===== config.mk =====
export PLATFORM = sky130hd
export DESIGN_NAME = t1_transmit_formatter
export DESIGN_NICKNAME = d
export VERILOG_FILES = /design/src/t1_fmt_pkg.sv /design/src/t1_transmit_formatter.sv
export SDC_FILE = /design/constraint.sdc
export NUM_CORES = 1
export LEC_CHECK = 0
export ABC_AREA = 1
export BUFFER_PORTS_ARGS = -buffer_cell sky130_fd_sc_hd__buf_2
export CORE_MARGIN = 2
export CORE_UTILIZATION = 52
export CTS_CLUSTER_DIAMETER = 150
export DETAILED_ROUTE_END_ITERATION = 8
export PLACE_DENSITY = 0.92
export SLEW_MARGIN = 0
export SYNTH_ARGS = -nofsm -noshare
export SYNTH_HDL_FRONTEND = slang
export SYNTH_SLANG_ARGS = --single-unit

===== constraint.sdc =====
create_clock -name i_clock -period 2.38 [get_ports i_clock]
set_input_delay 0.238 -clock i_clock [delete_from_list [all_inputs] [get_ports i_clock]]
set_output_delay 0.238 -clock i_clock [all_outputs]
set_load 0.05 [all_outputs]

===== src/t1_fmt_pkg.sv =====
// constants, register map and carrier types of the t1 transmit formatter
// assumes a single 40 MHz system clock; the bit rate is made by a divider
package t1_fmt_pkg;
   localparam int CLK_HZ = 40000000;
   localparam int BIT_HZ = 1544000;
   localparam int DIV_CYCLES = (CLK_HZ + BIT_HZ / 2) / BIT_HZ;
   localparam int HALF_CYCLES = DIV_CYCLES / 2;
   localparam logic [2:0] LAST_BIT = 3'h7;
   localparam logic [2:0] SLOT_CLK_RISE = 3'h3;
   localparam logic [4:0] LAST_CHAN = 5'h17;
   localparam logic [3:0] LAST_FRAME = 4'hb;
   localparam logic [3:0] FIRST_FRAME = 4'h0;
   localparam logic [3:0] SIG_A_FRAME = 4'h5;
   localparam logic [3:0] SIG_B_FRAME = 4'hb;
   // 13-bit test frame: framing bit, channel 1, first four bits of channel 2
   localparam logic [4:0] TEST_LAST_CHAN = 5'h01;
   localparam logic [2:0] TEST_LAST_BIT = 3'h3;
   // multiframe pattern indexed by frame index (0 = frame 1)
   localparam logic [11:0] MF_PATTERN = 12'h2a0;
   localparam int SIGN_POS = 7;
   localparam int B2_POS = 6;
   localparam int B7_POS = 1;
   localparam int B8_POS = 0;
   localparam int ADDR_W = 12;
   localparam logic [ADDR_W-1:0] CTRL_ADDR = 12'h000;
   localparam logic [ADDR_W-1:0] STAT_ADDR = 12'h004;
   typedef struct packed {
      logic test_mode;
      logic loop_test;
      logic common_chan_mode;
      logic stuff_pos_select;
      logic zero_monitor_disable;
   } ctrl_t;
   localparam ctrl_t CTRL_RESET = 5'h00;
   typedef struct packed {
      logic [7:0] sample;
      logic alarm;
      logic sig_a;
      logic sig_b;
   } chan_in_t;
endpackage


===== src/t1_transmit_formatter.sv =====
// t1 transmit formatter: serialiser, framing, stuffing, polar outputs, apb control
// assumes all pins synchronous to i_clock; apb slave answers with zero wait states
//
// Decided for this implementation: the register addresses and register access over APB.
`timescale 1ns/1ps
`default_nettype none
module t1_transmit_formatter (
   input wire logic i_clock,
   input wire logic i_sys_rst,
   input wire logic i_psel,
   input wire logic i_penable,
   input wire logic i_pwrite,
   input wire logic [t1_fmt_pkg::ADDR_W-1:0] i_paddr,
   input wire logic [31:0] i_pwdata,
   output logic [31:0] o_prdata,
   output logic o_pready,
   output logic o_pslverr,
   input wire logic [7:0] i_sample_in,
   input wire logic i_alarm_in,
   input wire logic i_sig_a_in,
   input wire logic i_sig_b_in,
   input wire logic i_s_bit_in,
   input wire logic i_slot_align_in,
   input wire logic i_superframe_align_in,
   output logic o_serial_binary_out,
   output logic o_polar_out_pos,
   output logic o_polar_out_neg,
   output logic o_slot_clock_n,
   output logic o_frame_start_pulse,
   output logic o_superframe_strobe
);
   localparam int DW = $clog2(t1_fmt_pkg::DIV_CYCLES);
   localparam logic [DW-1:0] DIV_LAST = DW'(t1_fmt_pkg::DIV_CYCLES - 1);
   localparam logic [DW-1:0] DIV_HALF = DW'(t1_fmt_pkg::HALF_CYCLES - 1);

   // applies stuffing, signalling and alarm to one latched channel sample
   function automatic logic [7:0] format_sample(input t1_fmt_pkg::chan_in_t h,
         input t1_fmt_pkg::ctrl_t c, input logic [3:0] fr);
      logic [7:0] d;
      logic sig_frame;
      logic sig_bit;
      d = h.sample;
      sig_frame = !c.common_chan_mode &&
         (fr == t1_fmt_pkg::SIG_A_FRAME || fr == t1_fmt_pkg::SIG_B_FRAME);
      sig_bit = (fr == t1_fmt_pkg::SIG_A_FRAME) ? h.sig_a : h.sig_b;
      if (sig_frame) begin
         d[t1_fmt_pkg::B8_POS] = sig_bit;
      end
      if (!c.zero_monitor_disable) begin
         if (sig_frame) begin
            if (d == 8'h00) begin
               d[t1_fmt_pkg::B7_POS] = 1'b1;
            end
         end else if (d == 8'h00) begin
            if (c.stuff_pos_select) begin
               d[t1_fmt_pkg::B7_POS] = 1'b1;
            end else begin
               d[t1_fmt_pkg::B8_POS] = 1'b1;
            end
         end
      end
      if (h.alarm) begin
         d[t1_fmt_pkg::B2_POS] = 1'b0;
      end
      return d;
   endfunction

   logic [DW-1:0] div_q;
   logic [2:0] bit_q;
   logic [4:0] chan_q;
   logic [3:0] frame_q;
   logic next_fbit_q;
   logic frame_hold_q;
   logic out_fbit_q;
   t1_fmt_pkg::chan_in_t hold_q;
   t1_fmt_pkg::ctrl_t ctrl_q;
   logic [7:0] shift_q;
   logic bin_q;
   logic pol_q;
   logic pos_q;
   logic neg_q;
   logic alt_q;
   logic slot_clk_q;
   logic pulse_q;
   logic strobe_q;
   logic [31:0] prdata_q;

   wire bit_tick = (div_q == DIV_LAST);
   wire half_tick = (div_q == DIV_HALF);
   wire chan_end = (bit_q == t1_fmt_pkg::LAST_BIT);
   wire frame_end = ctrl_q.test_mode ?
      (chan_q == t1_fmt_pkg::TEST_LAST_CHAN && bit_q == t1_fmt_pkg::TEST_LAST_BIT) :
      (chan_q == t1_fmt_pkg::LAST_CHAN && chan_end);
   wire load_now = !next_fbit_q && (bit_q == 3'h0);
   wire capture = bit_tick && !next_fbit_q && (chan_end || frame_end);
   wire [3:0] frame_inc = (frame_q == t1_fmt_pkg::LAST_FRAME) ?
      t1_fmt_pkg::FIRST_FRAME : frame_q + 4'h1;
   wire [3:0] frame_new = frame_hold_q ? frame_q : frame_inc;
   wire [7:0] fmt = format_sample(hold_q, ctrl_q, frame_q);
   wire fbit_val = !frame_new[0] ? !frame_new[1] :
      (ctrl_q.common_chan_mode ? i_s_bit_in : t1_fmt_pkg::MF_PATTERN[frame_new]);
   wire bit_val = next_fbit_q ? fbit_val :
      (load_now ? fmt[t1_fmt_pkg::SIGN_POS] : shift_q[t1_fmt_pkg::SIGN_POS]);
   wire polar_one = ctrl_q.loop_test ? !alt_q : bit_val;
   wire slot_clk_d = !next_fbit_q && !chan_end && !frame_end &&
      (bit_q >= t1_fmt_pkg::SLOT_CLK_RISE);
   wire apb_setup = i_psel && !i_penable;
   wire apb_access = i_psel && i_penable;
   wire ctrl_hit = (i_paddr == t1_fmt_pkg::CTRL_ADDR);
   wire stat_hit = (i_paddr == t1_fmt_pkg::STAT_ADDR);
   // status word: frame [3:0], channel [12:8], bit [18:16], framing flag [24]
   wire [31:0] rd_mux = ctrl_hit ? {27'h0, ctrl_q} :
      (stat_hit ? {7'h00, next_fbit_q, 5'h00, bit_q, 3'h0, chan_q, 4'h0, frame_q} : 32'h0);

   // bit-rate divider, realigned by slot align
   always_ff @(posedge i_clock or posedge i_sys_rst) begin
      if (i_sys_rst) begin
         div_q <= '0;
      end else if (i_slot_align_in || bit_tick) begin
         div_q <= '0;
      end else begin
         div_q <= div_q + DW'(1);
      end
   end

   always_ff @(posedge i_clock or posedge i_sys_rst) begin
      if (i_sys_rst) begin
         bit_q <= 3'h0;
         chan_q <= 5'h00;
         next_fbit_q <= 1'b1;
      end else if (i_slot_align_in) begin
         bit_q <= 3'h0;
         chan_q <= 5'h00;
         next_fbit_q <= 1'b0;
      end else if (bit_tick) begin
         if (next_fbit_q) begin
            next_fbit_q <= 1'b0;
            bit_q <= 3'h0;
            chan_q <= 5'h00;
         end else if (frame_end) begin
            next_fbit_q <= 1'b1;
         end else if (chan_end) begin
            bit_q <= 3'h0;
            chan_q <= chan_q + 5'h01;
         end else begin
            bit_q <= bit_q + 3'h1;
         end
      end
   end

   always_ff @(posedge i_clock or posedge i_sys_rst) begin
      if (i_sys_rst) begin
         frame_q <= t1_fmt_pkg::FIRST_FRAME;
         frame_hold_q <= 1'b1;
         strobe_q <= 1'b1;
      end else if (i_superframe_align_in) begin
         frame_q <= t1_fmt_pkg::FIRST_FRAME;
         frame_hold_q <= 1'b1;
         strobe_q <= 1'b1;
      end else if (bit_tick && next_fbit_q) begin
         frame_q <= frame_new;
         frame_hold_q <= 1'b0;
         strobe_q <= !frame_new[0];
      end
   end

   // input register capture at slot clock fall and, in test mode, at the test frame end
   always_ff @(posedge i_clock or posedge i_sys_rst) begin
      if (i_sys_rst) begin
         hold_q <= '0;
      end else if (capture) begin
         hold_q <= {i_sample_in, i_alarm_in, i_sig_a_in, i_sig_b_in};
      end
   end

   // parallel load then shift, sign bit first
   always_ff @(posedge i_clock or posedge i_sys_rst) begin
      if (i_sys_rst) begin
         shift_q <= 8'h00;
         bin_q <= 1'b0;
         out_fbit_q <= 1'b0;
         slot_clk_q <= 1'b1;
      end else if (bit_tick) begin
         shift_q <= load_now ? {fmt[6:0], 1'b0} : {shift_q[6:0], 1'b0};
         bin_q <= bit_val;
         out_fbit_q <= next_fbit_q;
         slot_clk_q <= slot_clk_d;
      end
   end

   always_ff @(posedge i_clock or posedge i_sys_rst) begin
      if (i_sys_rst) begin
         pol_q <= 1'b0;
         pos_q <= 1'b0;
         neg_q <= 1'b0;
         alt_q <= 1'b0;
      end else if (bit_tick) begin
         alt_q <= !alt_q;
         if (polar_one) begin
            pol_q <= !pol_q;
            pos_q <= !pol_q;
            neg_q <= pol_q;
         end else begin
            pos_q <= 1'b0;
            neg_q <= 1'b0;
         end
      end
   end

   // frame pulse on the mid-bit edge of the framing bit
   always_ff @(posedge i_clock or posedge i_sys_rst) begin
      if (i_sys_rst) begin
         pulse_q <= 1'b0;
      end else if (half_tick) begin
         pulse_q <= out_fbit_q;
      end
   end

   // apb control and read data
   always_ff @(posedge i_clock or posedge i_sys_rst) begin
      if (i_sys_rst) begin
         ctrl_q <= t1_fmt_pkg::CTRL_RESET;
         prdata_q <= 32'h0;
      end else begin
         if (apb_setup) begin
            prdata_q <= rd_mux;
         end
         if (apb_access && i_pwrite && ctrl_hit) begin
            ctrl_q <= i_pwdata[4:0];
         end
      end
   end

   assign o_prdata = prdata_q;
   assign o_pready = 1'b1;
   assign o_pslverr = apb_access && !ctrl_hit && !stat_hit;
   assign o_serial_binary_out = bin_q;
   assign o_polar_out_pos = pos_q;
   assign o_polar_out_neg = neg_q;
   assign o_slot_clock_n = slot_clk_q;
   assign o_frame_start_pulse = pulse_q;
   assign o_superframe_strobe = strobe_q;
endmodule // t1_transmit_formatter
`default_nettype wire


==> results of run 1 <==
==> worst max-delay path, delay by kind of cell (launching register included) <==
| kind | cells | cell delay, ns |
|---|---|---|
| buffers and inverters | 3 | 0.39 |
| adders and majority gates | 1 | 0.15 |
| DFF | 1 | 0.40 |
| and+or+nand+nor | 6 | 0.93 |
| AOI/OAI and AO/OA | 1 | 0.09 |
==> power groups by stage <==
| stage | Combinational, W | Clock (W) | Sequential [W] |
|---|---|---|---|
| after floorplan | 0.000185 | 0 | 0.00115 |
| after global placement | 0.000223 | 0 | 0.00116 |
| after detailed placement | 0.000232 | 0 | 0.00116 |
| after CTS | 0.000236 | 0.000985 | 0.00114 |
| after global routing | 0.000261 | 0.00104 | 0.00114 |
| final | 0.000235 | 0.000968 | 0.00114 |
==> metal layers <==
metal / part of all wire, % / global-route usage (%)
met1: 41 / 27.0
met2: 50 / 36.4
met3: 6.6 / 5.51
met4: 2.5 / 10.4
met5: 0 / 0
==> cell families after synthesis <==
logic type / share of synthesized area, %
AO/OA/AOI/OAI: 9.94
XOR/XNOR: 1.04
adder cells (fa/ha/maj): 4.07
buffers and inverters: 10.2
flip-flops: 48.2
multiplexers: 2.00
other: 0.222
AND/OR/NAND/NOR: 24.4
==> Yosys cell counts, types with 4 or more instances <==
| master | instances |
|---|---|
| o31ai_1 | 9 |
| o22ai_1 | 6 |
| ha_1 | 11 |
| buf_4 | 20 |
| dfrtp_1 | 61 |
| nand3_1 | 33 |
| a21oi_1 | 8 |
| nand4_1 | 4 |
| mux2_2 | 6 |
| nand2_1 | 96 |
| nor2_1 | 31 |
| dfstp_2 | 4 |
| nand2_2 | 4 |
| inv_1 | 40 |
| o21ai_0 | 29 |
==> layout make-up <==
class	count	area (µm²)	share of cell area, %
well taps	77	96.3	2.47
multi-input cells	283	1470	37.8
repair buffers	60	325	8.35
inverters	43	161	4.14
clock buffers	14	173	4.43
flip-flops and latches	65	1630	41.9
clock inverters	2	35.0	0.899
==> timing repair <==
item	in CTS	in global routing
buffers inserted	0	0
hold endpoints to repair	9	0
hold buffers	1	0
==> stage by stage <==
stage / utilization (%) / total power (W) / setup WS, ns / cell area [µm²]
4_1_cts: 61.7 / 0.00236 / 0.283 / 3890
5_1_grt: 61.7 / 0.00244 / 0.0930 / 3890
6_report: 61.7 / 0.00234 / 0.314 / 3890
3_5_place_dp: 58.2 / 0.00139 / 0.322 / 3680
3_3_place_gp: 58.2 / 0.00138 / 0.454 / 3680
2_1_floorplan: - / 0.00134 / 0.522 / 3450
==> state kept, by name (all words and copies together), names as in the netlist, 3 cells and up <==
name	count
div_q	5
hold_q	6
o_prdata	14
frame_q	4
bit_q	3
fmt	5
ctrl_q	5
shift_q	7
chan_q	5
==> path summary, 6_finish.rpt <==
check                                   to  slack, ns  cells after the start
max                              chan_q[2]       0.31                     11
min                                 fmt[3]       0.12                      3
max reg2reg                      chan_q[2]       0.31                     11
min reg2reg                o_polar_out_pos       0.48                      2
max in group asynchronous   o_slot_clock_n       1.42                      4
min in group asynchronous           fmt[7]       0.35                      3
==> tab_implementation.tex, run 1 <==
\begin{tabular}{lr}
\hline
Metric & Value \\
\hline
\multicolumn{2}{l}{\textbf{Yosys}} \\
Synth area leader & dfrtp\_1 \\
Top area cells in the synthesized netlist & dfrtp\_1 (45\%), nand2\_1 (11\%), nand3\_1 (4.9\%) \\
Number of standard cells after synthesis & 400 \\
Mapped Avg Cell Area & 8.46 µm² \\
Synth warn & 0 \\
Share of Yosys cell area claimed by the top area cell type & 45.1\% \\
Most used DFF post-synth & dfrtp\_1 \\
Count of flip-flops with a built-in enable after synthesis & 0 \\
Share of synthesized flip-flops with an asynchronous set or reset & 100\% \\
Netlist area before placement & 3380 µm² \\
Proportion of synthesized chip area in sequential cells & 48.2\% \\
Synthesized flop and latch total & 65 \\
Distinct cell type count after synthesis & 38 \\
\multicolumn{2}{l}{\textbf{Placed design}} \\
IO buf count & 56 \\
DP HPWL & 5340 µm \\
Placer's final routability congestion estimate & 0.894 \\
DP Cell Count & 527 \\
\multicolumn{2}{l}{\textbf{Critical path}} \\
CP required & 2.60 ns \\
Cell occurring most often along the worst timing path & nor2\_1 \\
CP Data Arrival Time & 2.29 ns \\
Source of the worst register-to-register timing path & div\_q[1] \\
Highest cell delay on the worst timing path & 0.40 ns \\
Critical Path Sink Type & flip-flop \\
CP Class & flip-flop to flip-flop \\
Timing startpoint of the critical path & div\_q[1] \\
Largest fanout on the critical path & 14 \\
Kind of start point of the critical path & flip-flop \\
CP Cell Sequence & inv\_1 > ha\_1 > inv\_1 > nor2\_1 > nand3\_2 > inv\_2 > nor2\_1 > nor2\_1 > nand2\_2 > nand2\_1 > o21ai\_1 \\
Slowest cell on the critical path & dfrtp\_1 \\
\multicolumn{2}{l}{\textbf{Routing}} \\
Number of iterations in the first detailed-routing pass & 5 \\
Total detailed-routing wirelength & 7320 µm \\
Average wire per cell in the routed design & 13.5 µm \\
Antenna violation net count after detailed routing & 0 \\
Number of violations reported at the end of detailed-routing iteration 0 & 167 \\
Via-per-instance ratio & 5.28 \\
Via count & 2870 \\
\# DRC & 0 \\
\multicolumn{2}{l}{\textbf{Timing}} \\
Worst hold margin & 0.119 ns \\
Final clock skew & 0.0101 ns \\
Achievable Freq & 0.484 GHz \\
Count of final max-slew check failures & 0 \\
Minimum period implied by the final worst setup slack & 2.07 ns \\
Part of the cycle the worst path needs & 86.8\% \\
Final setup violating endpoints & 0 \\
Final total negative setup slack & 0 ns \\
Hold Violations, Final & 0 \\
Actual transition at the worst max-transition pin & 0.733 ns \\
Max-Slew Margin vs Limit & 51.0\% \\
Setup repair after global routing missed its margin & false \\
\multicolumn{2}{l}{\textbf{Die}} \\
Initial standard-cell utilization of the core & 53.6\% \\
IO Pins & 103 \\
Area enclosed by the die boundary & 7170 µm² \\
CORE AREA & 6310 µm² \\
Width of the die & 84.7 µm \\
Die extent in y & 84.7 µm \\
Floorplan row count & 29 \\
\multicolumn{2}{l}{\textbf{Clock tree}} \\
Maximum clock path buffer count & 2 \\
Clk pin slew, worst setup/hold paths & 0.07 ns \\
Clk Latency, worst-skew pair & 0.35 ns \\
H-tree levels & 3 \\
Root Driver & clkbuf\_8 \\
Inserted Clock Buffers & 9 \\
Number of clock sinks seen by CTS & 65 \\
Number of instances resized during post-cts repair & 0 \\
TritonCTS clock tree & done \\
\multicolumn{2}{l}{\textbf{Pwr}} \\
Sw Pwr & 0.000592 W \\
Power density relative to cell area & 601 nW/µm² \\
Reg power frac & 48.6\% \\
Clock power share & 41.3\% \\
Leak Pwr & 1.93 nW \\
Switching share of total power & 25.3\% \\
Worst voltage drop across the vdd grid & 0.424 mV \\
Combinational cell fraction of total power & 10.0\% \\
Internal power component & 0.00175 W \\
\multicolumn{2}{l}{\textbf{Status}} \\
Run status & complete, no violations \\
\multicolumn{2}{l}{\textbf{Hold path}} \\
Path class of the lowest-slack min-delay path & primary input to flip-flop \\
Start point of the worst min-delay path & i\_sample\_in[3] \\
\multicolumn{2}{l}{\textbf{GRT}} \\
Global route total overflow & 0 \\
Via count of the first global-routing pass & 2855 \\
Total global routing track utilization & 22.0\% \\
Maximum number of pins on one net before global-route repair & 57 \\
Wire length of the first global-routing pass & 12400 µm \\
Initial antenna violation count & 0 \\
\multicolumn{2}{l}{\textbf{Finish}} \\
Commonest cells after routing, fill and taps aside & nand2\_1 (96), dfrtp\_1 (61), buf\_2 (56) \\
Number of fill cells & 543 \\
Final net count & 536 \\
Non-filler cells, final & 544 \\
Commonest non-fill, non-tap cell in the layout & nand2\_1 \\
Synthesis-to-layout area growth & 15.1\% \\
Antenna cells & 0 \\
Share of cells above drive strength 1 & 21.2\% \\
\multicolumn{2}{l}{\textbf{Job}} \\
Reported max-cap violation count & 0 \\
\hline
\end{tabular}
(Power assumes the default switching activity.)
==> inputs of run 2 (changes only) <==
Settings changed: CELL_PAD_IN_SITES_DETAIL_PLACEMENT from default to 0, CELL_PAD_IN_SITES_GLOBAL_PLACEMENT from default to 1, CORE_UTILIZATION 52 to 37, PLACE_DENSITY 0.92 to 0.9.
==> tab_implementation.tex, run 2 (synthesis gave the netlist of run 1 again) <==
\begin{tabular}{lr}
\hline
Metric & Value \\
\hline
\multicolumn{2}{l}{\textbf{Clock tree}} \\
Maximum clock path buffer count & 2 (unchanged) \\
Clk Latency, worst-skew pair & 0.34 ns (about the same) \\
Number of clock sinks seen by CTS & 65 (unchanged) \\
H-tree levels & 3 (unchanged) \\
TritonCTS clock tree & done \\
Inserted Clock Buffers & 9 (unchanged) \\
Root Driver & clkbuf\_8 \\
Clk pin slew, worst setup/hold paths & 0.07 ns (about the same) \\
\multicolumn{2}{l}{\textbf{Critical path}} \\
Register-to-register setup slack & 0.43 ns (+0.12 ns) \\
CP Class & flip-flop to flip-flop \\
CP Data Arrival Time & 2.17 ns (-0.12 ns) \\
Kind of start point of the critical path & flip-flop \\
Largest fanout on the critical path & 13 (-1) \\
FF-to-FF path depth & 9 (-2) \\
End of the worst register-to-register path & hold\_q[2] \\
Critical Path Sink Type & flip-flop \\
Source of the worst register-to-register timing path & bit\_q[0] \\
CP required & 2.61 ns (about the same) \\
\multicolumn{2}{l}{\textbf{GRT}} \\
Total global routing track utilization & 15.4\% (-6.5 points) \\
Wire length of the first global-routing pass & 12200 µm (-1.4\%) \\
Initial antenna violation count & 0 (unchanged) \\
Via count of the first global-routing pass & 2697 (-5.5\%) \\
Maximum number of pins on one net before global-route repair & 38 (-33\%) \\
Global route total overflow & 0 (unchanged) \\
\multicolumn{2}{l}{\textbf{Routing}} \\
Via-per-instance ratio & 4.87 (-7.7\%) \\
Total detailed-routing wirelength & 7320 µm (about the same) \\
Via count & 2811 (-2.1\%) \\
Number of violations reported at the end of detailed-routing iteration 0 & 127 (-24\%) \\
Antenna violation net count after detailed routing & 0 (unchanged) \\
Number of iterations in the first detailed-routing pass & 4 (-1) \\
Average wire per cell in the routed design & 12.7 µm (-5.8\%) \\
\# DRC & 0 (unchanged) \\
\multicolumn{2}{l}{\textbf{Placed design}} \\
IO buf count & 56 (unchanged) \\
Placer's final routability congestion estimate & 0.853 (-4.5\%) \\
DP HPWL & 5500 µm (+3.0\%) \\
\multicolumn{2}{l}{\textbf{Die}} \\
Initial standard-cell utilization of the core & 38.4\% (-15 points) \\
Width of the die & 99.6 µm (+18\%) \\
Area enclosed by the die boundary & 9930 µm² (+38\%) \\
Die extent in y & 99.6 µm (+18\%) \\
Floorplan row count & 34 (+17\%) \\
IO Pins & 103 (unchanged) \\
CORE AREA & 8810 µm² (+39\%) \\
\multicolumn{2}{l}{\textbf{Pwr}} \\
Leak Pwr & 1.95 nW (+0.94\%) \\
Total Power Consumption & 0.00244 W (+4.1\%) \\
Power density relative to cell area & 614 nW/µm² (+2.1\%) \\
Worst voltage drop across the vdd grid & 0.314 mV (-26\%) \\
\multicolumn{2}{l}{\textbf{Timing}} \\
Max-Slew Margin vs Limit & 53.6\% (+2.6 points) \\
Final setup violating endpoints & 0 (unchanged) \\
Setup repair after global routing missed its margin & false \\
Final total negative setup slack & 0 ns (unchanged) \\
Part of the cycle the worst path needs & 81.7\% (-5.1 points) \\
Achievable Freq & 0.514 GHz (+6.2\%) \\
Minimum period implied by the final worst setup slack & 1.95 ns (-0.121 ns) \\
Hold Violations, Final & 0 (unchanged) \\
Final clock skew & 0.00806 ns (-0.00208 ns) \\
Count of final max-slew check failures & 0 (unchanged) \\
Actual transition at the worst max-transition pin & 0.694 ns (-0.0392 ns) \\
\multicolumn{2}{l}{\textbf{Finish}} \\
Number of flip-flops under the largest register name & 14 (unchanged) \\
Commonest cells after routing, fill and taps aside & nand2\_1 (96), dfrtp\_1 (61), buf\_2 (56) \\
Final net count & 538 (+0.37\%) \\
Antenna cells & 0 (unchanged) \\
Synthesis-to-layout area growth & 17.3\% \\
Number of fill cells & 851 (+57\%) \\
Footprint of the multi-input gates & 1470 µm² (unchanged) \\
Commonest non-fill, non-tap cell in the layout & nand2\_1 \\
Share of cells above drive strength 1 & 22.0\% (+0.76 points) \\
Storage cell area & 1630 µm² (unchanged) \\
\multicolumn{2}{l}{\textbf{Hold path}} \\
Hold-critical path depth & 2 (-1) \\
Hold EP & ctrl\_q[0] \\
Path class of the lowest-slack min-delay path & primary input to flip-flop \\
Start point of the worst min-delay path & i\_pwdata[0] \\
\multicolumn{2}{l}{\textbf{Job}} \\
Reported max-cap violation count & 0 (unchanged) \\
\multicolumn{2}{l}{\textbf{Status}} \\
Run status & complete, no violations \\
\hline
\end{tabular}
==> run 2: cell count changes in the layout (fill, tap and decap cells not counted) <==
cell | before | now
buf_4 | 2 | 4
bufinv_16 | 1 | 2
clkbuf_1 | 2 | 0
clkbuf_8 | 12 | 11
clkinv_2 | 1 | 2
clkinvlp_4 | 0 | 1
==> run 2: critical path, stage by stage (launching register included) <==
cell and delay (ns):
dfrtp_1 0.37, ha_1 0.19, ha_1 0.17, inv_1 0.07, o41ai_2 0.31, nand2_1 0.10
nand2_2 0.23, nand2_2 0.21, nand2_1 0.11, nand2_1 0.05
==> run 2: area by class of cell <==
cell class / instances / area share (%)
clock buffer: 11 / 3.81
sequential: 65 / 41.1
multi-input combinational: 283 / 37.1
clock inverter: 5 / 1.95
timing repair buffer: 62 / 8.57
inverter: 43 / 4.07
tap: 108 / 3.40
==> run 2: report_power, final <==
| group | total [W] | leakage (nW) | internal [W] | switching, W |
|---|---|---|---|---|
| Combinational | 0.000229 | 1.02 | 0.0000585 | 0.000171 |
| Clock | 0.00107 | 0.115 | 0.000643 | 0.000428 |
| Sequential | 0.00114 | 0.816 | 0.00112 | 0.0000165 |
| Total | 0.00244 | 1.95 | 0.00182 | 0.000615 |
==> run 2: repair_timing <==
item / CTS / global route
endpoints found under the hold margin: 26 / 0
hold buffers: 1 / 0
gates resized for setup: 0 / 0
buffers inserted: 0 / 0
==> run 2: routing by layer <==
metal	vias to the layer above	track usage (%)	share of wire, %
met5	-	0	0
met2	93	24.4	45
met1	1299	20.1	47
met3	16	3.02	5.5
met4	0	8.11	2.3
li1	1403	-	-
==> run 2: worst max path at each step <==
stage / from / end / slack (ns)
after floorplan: i_sys_rst / alt_q / 0.52
after global placement: bit_q[0] / fmt[3] / 0.48
after detailed placement: bit_q[0] / hold_q[2] / 0.43
final: bit_q[0] / hold_q[2] / 0.43
after CTS: bit_q[0] / hold_q[2] / 0.41
after global routing: bit_q[0] / fmt[5] / 0.22
==> run 2: per-stage QoR <==
step	std cells	hold WS [ns]	util [%]	setup WS [ns]	cell area, µm²
2_1_floorplan	417	0.357	-	0.522	3450
3_3_place_gp	560	0.352	42.4	0.478	3730
3_5_place_dp	560	0.355	42.4	0.432	3730
4_1_cts	577	0.112	45.1	0.414	3970
5_1_grt	577	0.122	45.1	0.215	3970
6_report	577	0.126	45.1	0.435	3970
==> inputs of run 3 (changes only) <==
Settings changed: CORE_UTILIZATION 37 to 34, PLACE_DENSITY 0.9 to 0.87.
Clock period 2.38 ns to 1.7 ns, I/O delays scaled along.
==> tab_implementation.tex, run 3 (synthesis gave the netlist of run 1 again) <==
\begin{tabular}{lr}
\hline
Metric & Value \\
\hline
\multicolumn{2}{l}{\textbf{Critical path}} \\
CP Class & flip-flop to flip-flop \\
Cell occurring most often along the worst timing path & nor2\_4 \\
Sum of buffers and inverters on the critical path & 3 (+2) \\
Kind of start point of the critical path & flip-flop \\
CP Data Arrival Time & 1.85 ns (-0.32 ns) \\
Critical Path Sink Type & flip-flop \\
CP Cell Sequence & inv\_2 > ha\_1 > inv\_1 > nor2\_2 > nand3\_4 > inv\_4 > nor2\_4 > nor2\_4 > nand2\_4 > nand2\_2 > o21ai\_0 \\
CP top delay family & simple AND/OR/NAND/NOR gates \\
CP required & 1.92 ns (-0.69 ns) \\
Highest cell delay on the worst timing path & 0.40 ns (+0.03 ns) \\
Largest fanout on the critical path & 6 (-7) \\
Slowest cell on the critical path & dfrtp\_1 \\
\multicolumn{2}{l}{\textbf{Placed design}} \\
DP HPWL & 5740 µm (+4.3\%) \\
Placer's final routability congestion estimate & 0.856 (+0.34\%) \\
IO buf count & 56 (unchanged) \\
\multicolumn{2}{l}{\textbf{Finish}} \\
Final net count & 563 (+4.6\%) \\
Antenna cells & 0 (unchanged) \\
Commonest non-fill, non-tap cell in the layout & nand2\_1 \\
Share of the core filled with cells & 45.3\% (+0.24 points) \\
Synthesis-to-layout area growth & 30.3\% \\
Share of cells above drive strength 1 & 31.6\% (+9.6 points) \\
Number of flip-flops under the largest register name & 14 (unchanged) \\
Commonest cells after routing, fill and taps aside & nand2\_1 (93), dfrtp\_1 (60), buf\_2 (56) \\
Number of fill cells & 989 (+16\%) \\
\multicolumn{2}{l}{\textbf{Timing}} \\
Final total negative setup slack & 0 ns (unchanged) \\
Count of final max-slew check failures & 0 (unchanged) \\
Achievable Freq & 0.613 GHz (+19\%) \\
Minimum period implied by the final worst setup slack & 1.63 ns (-0.314 ns) \\
Hold Violations, Final & 0 (unchanged) \\
Worst hold margin & 0.0510 ns (-0.0747 ns) \\
Part of the cycle the worst path needs & 96.0\% (+14 points) \\
Final clock skew & 0.0125 ns (+0.00441 ns) \\
Setup repair after global routing missed its margin & true \\
Final setup violating endpoints & 0 (unchanged) \\
\multicolumn{2}{l}{\textbf{GRT}} \\
Maximum number of pins on one net before global-route repair & 34 (-11\%) \\
Via count of the first global-routing pass & 2788 (+3.4\%) \\
Initial antenna violation count & 0 (unchanged) \\
Total global routing track utilization & 15.1\% (-0.32 points) \\
Wire length of the first global-routing pass & 13100 µm (+7.5\%) \\
Global route total overflow & 0 (unchanged) \\
\multicolumn{2}{l}{\textbf{Pwr}} \\
Power density relative to cell area & 799 nW/µm² (+30\%) \\
Worst voltage drop across the vdd grid & 0.359 mV (+14\%) \\
Leak Pwr & 2.12 nW (+8.4\%) \\
\multicolumn{2}{l}{\textbf{Routing}} \\
Via-per-instance ratio & 4.61 (-5.3\%) \\
Total detailed-routing wirelength & 8000 µm (+9.3\%) \\
Number of violations reported at the end of detailed-routing iteration 0 & 108 (-15\%) \\
Via count & 2892 (+2.9\%) \\
Antenna violation net count after detailed routing & 0 (unchanged) \\
Number of iterations in the first detailed-routing pass & 4 (unchanged) \\
\# DRC & 0 (unchanged) \\
Average wire per cell in the routed design & 12.8 µm (+0.60\%) \\
\multicolumn{2}{l}{\textbf{Hold path}} \\
Path class of the lowest-slack min-delay path & primary input to flip-flop \\
\multicolumn{2}{l}{\textbf{Die}} \\
Initial standard-cell utilization of the core & 34.8\% (-3.6 points) \\
Die extent in y & 104 µm (+4.1\%) \\
Area enclosed by the die boundary & 10800 µm² (+8.5\%) \\
IO Pins & 103 (unchanged) \\
Width of the die & 104 µm (+4.1\%) \\
Floorplan row count & 36 (+5.9\%) \\
CORE AREA & 9730 µm² (+10\%) \\
\multicolumn{2}{l}{\textbf{Clock tree}} \\
Number of clock sinks seen by CTS & 65 (unchanged) \\
Clk pin slew, worst setup/hold paths & 0.07 ns (about the same) \\
Inserted Clock Buffers & 9 (unchanged) \\
Clk Latency, worst-skew pair & 0.34 ns (about the same) \\
H-tree levels & 3 (unchanged) \\
Maximum clock path buffer count & 2 (unchanged) \\
Root Driver & clkbuf\_8 \\
TritonCTS clock tree & done \\
\multicolumn{2}{l}{\textbf{Job}} \\
Reported max-cap violation count & 0 (unchanged) \\
\multicolumn{2}{l}{\textbf{Status}} \\
Run status & complete, no violations \\
\hline
\end{tabular}
run 3: cell types whose count changed in the layout (fill, tap and decap cells not counted), moves of 4 or more:
cell,before,now
buf_4,4,25
nor2_1,31,23
o21ai_0,29,21
ha_1,11,6
nand3_1,33,28
o21ai_1,3,8
ha_4,0,4
nand2_4,0,4
nand3_2,2,6
nor2_2,0,4
nor2_4,0,4
run 3: metrics by stage:
step / setup WS (ns) / cell area, µm² / power [W] / cells
3_3_place_gp: -0.0240 / 3910 / 0.00196 / 602
3_5_place_dp: -0.0668 / 3910 / 0.00197 / 602
5_1_grt: -0.0544 / 4410 / 0.00366 / 627
2_1_floorplan: 0.105 / 3450 / 0.00187 / 417
6_report: 0.0685 / 4410 / 0.00352 / 627
4_1_cts: -0.000245 / 4190 / 0.00349 / 622
run 3: per-layer routing:
| layer | part of all wire [%] | global-route usage (%) | vias to the layer above |
|---|---|---|---|
| met5 | 0 | 0 | - |
| met4 | 0.71 | 4.44 | 0 |
| met3 | 5.0 | 4.09 | 5 |
| met2 | 47 | 23.9 | 81 |
| met1 | 47 | 20.4 | 1350 |
| li1 | - | - | 1456 |
run 3: cell type report:
class,instances,area (µm²),area share (%)
multi-input cells,284,1670,37.9
flip-flops and latches,65,1630,37.0
inverters,43,168,3.80
clock buffers,14,173,3.92
repair buffers,86,541,12.3
clock inverters,2,60.1,1.36
well taps,133,166,3.77
run 3: final timing paths:
check / slack [ns] / from / end / cells after the start
min in group asynchronous: 0.25 / i_sys_rst / shift_q[3] / 3
worst max-delay path: 0.07 / div_q[1] / chan_q[0] / 11
worst min-delay path: 0.05 / i_sample_in[2] / fmt[2] / 3
worst min register to register: 0.48 / o_prdata[2] / o_prdata[2] / 2
worst max register to register: 0.07 / div_q[1] / chan_q[0] / 11
max in group asynchronous: 0.80 / i_sys_rst / o_slot_clock_n / 4
run 3: tightest hold or removal path, stage by stage:
cell and delay [ns]:
buf_2 0.08, nand3_1 0.06, nand2_1 0.06
run 3: where the power goes:
| part | internal [W] | switching [W] | leakage, nW |
|---|---|---|---|
| combinational | 0.000125 | 0.000273 | 1.19 |
| clock | 0.000949 | 0.000583 | 0.117 |
| sequential | 0.00157 | 0.0000276 | 0.814 |
run 3: repair_timing:
item | in CTS | in global routing
buffers inserted | 2 | 5
endpoints found under the hold margin | 30 | 0
hold buffers | 1 | 0
pin swaps | 5 | 11
gates resized for setup | 7 | 50
setup endpoints to repair | 18 | 40
cloned | 1 | 0
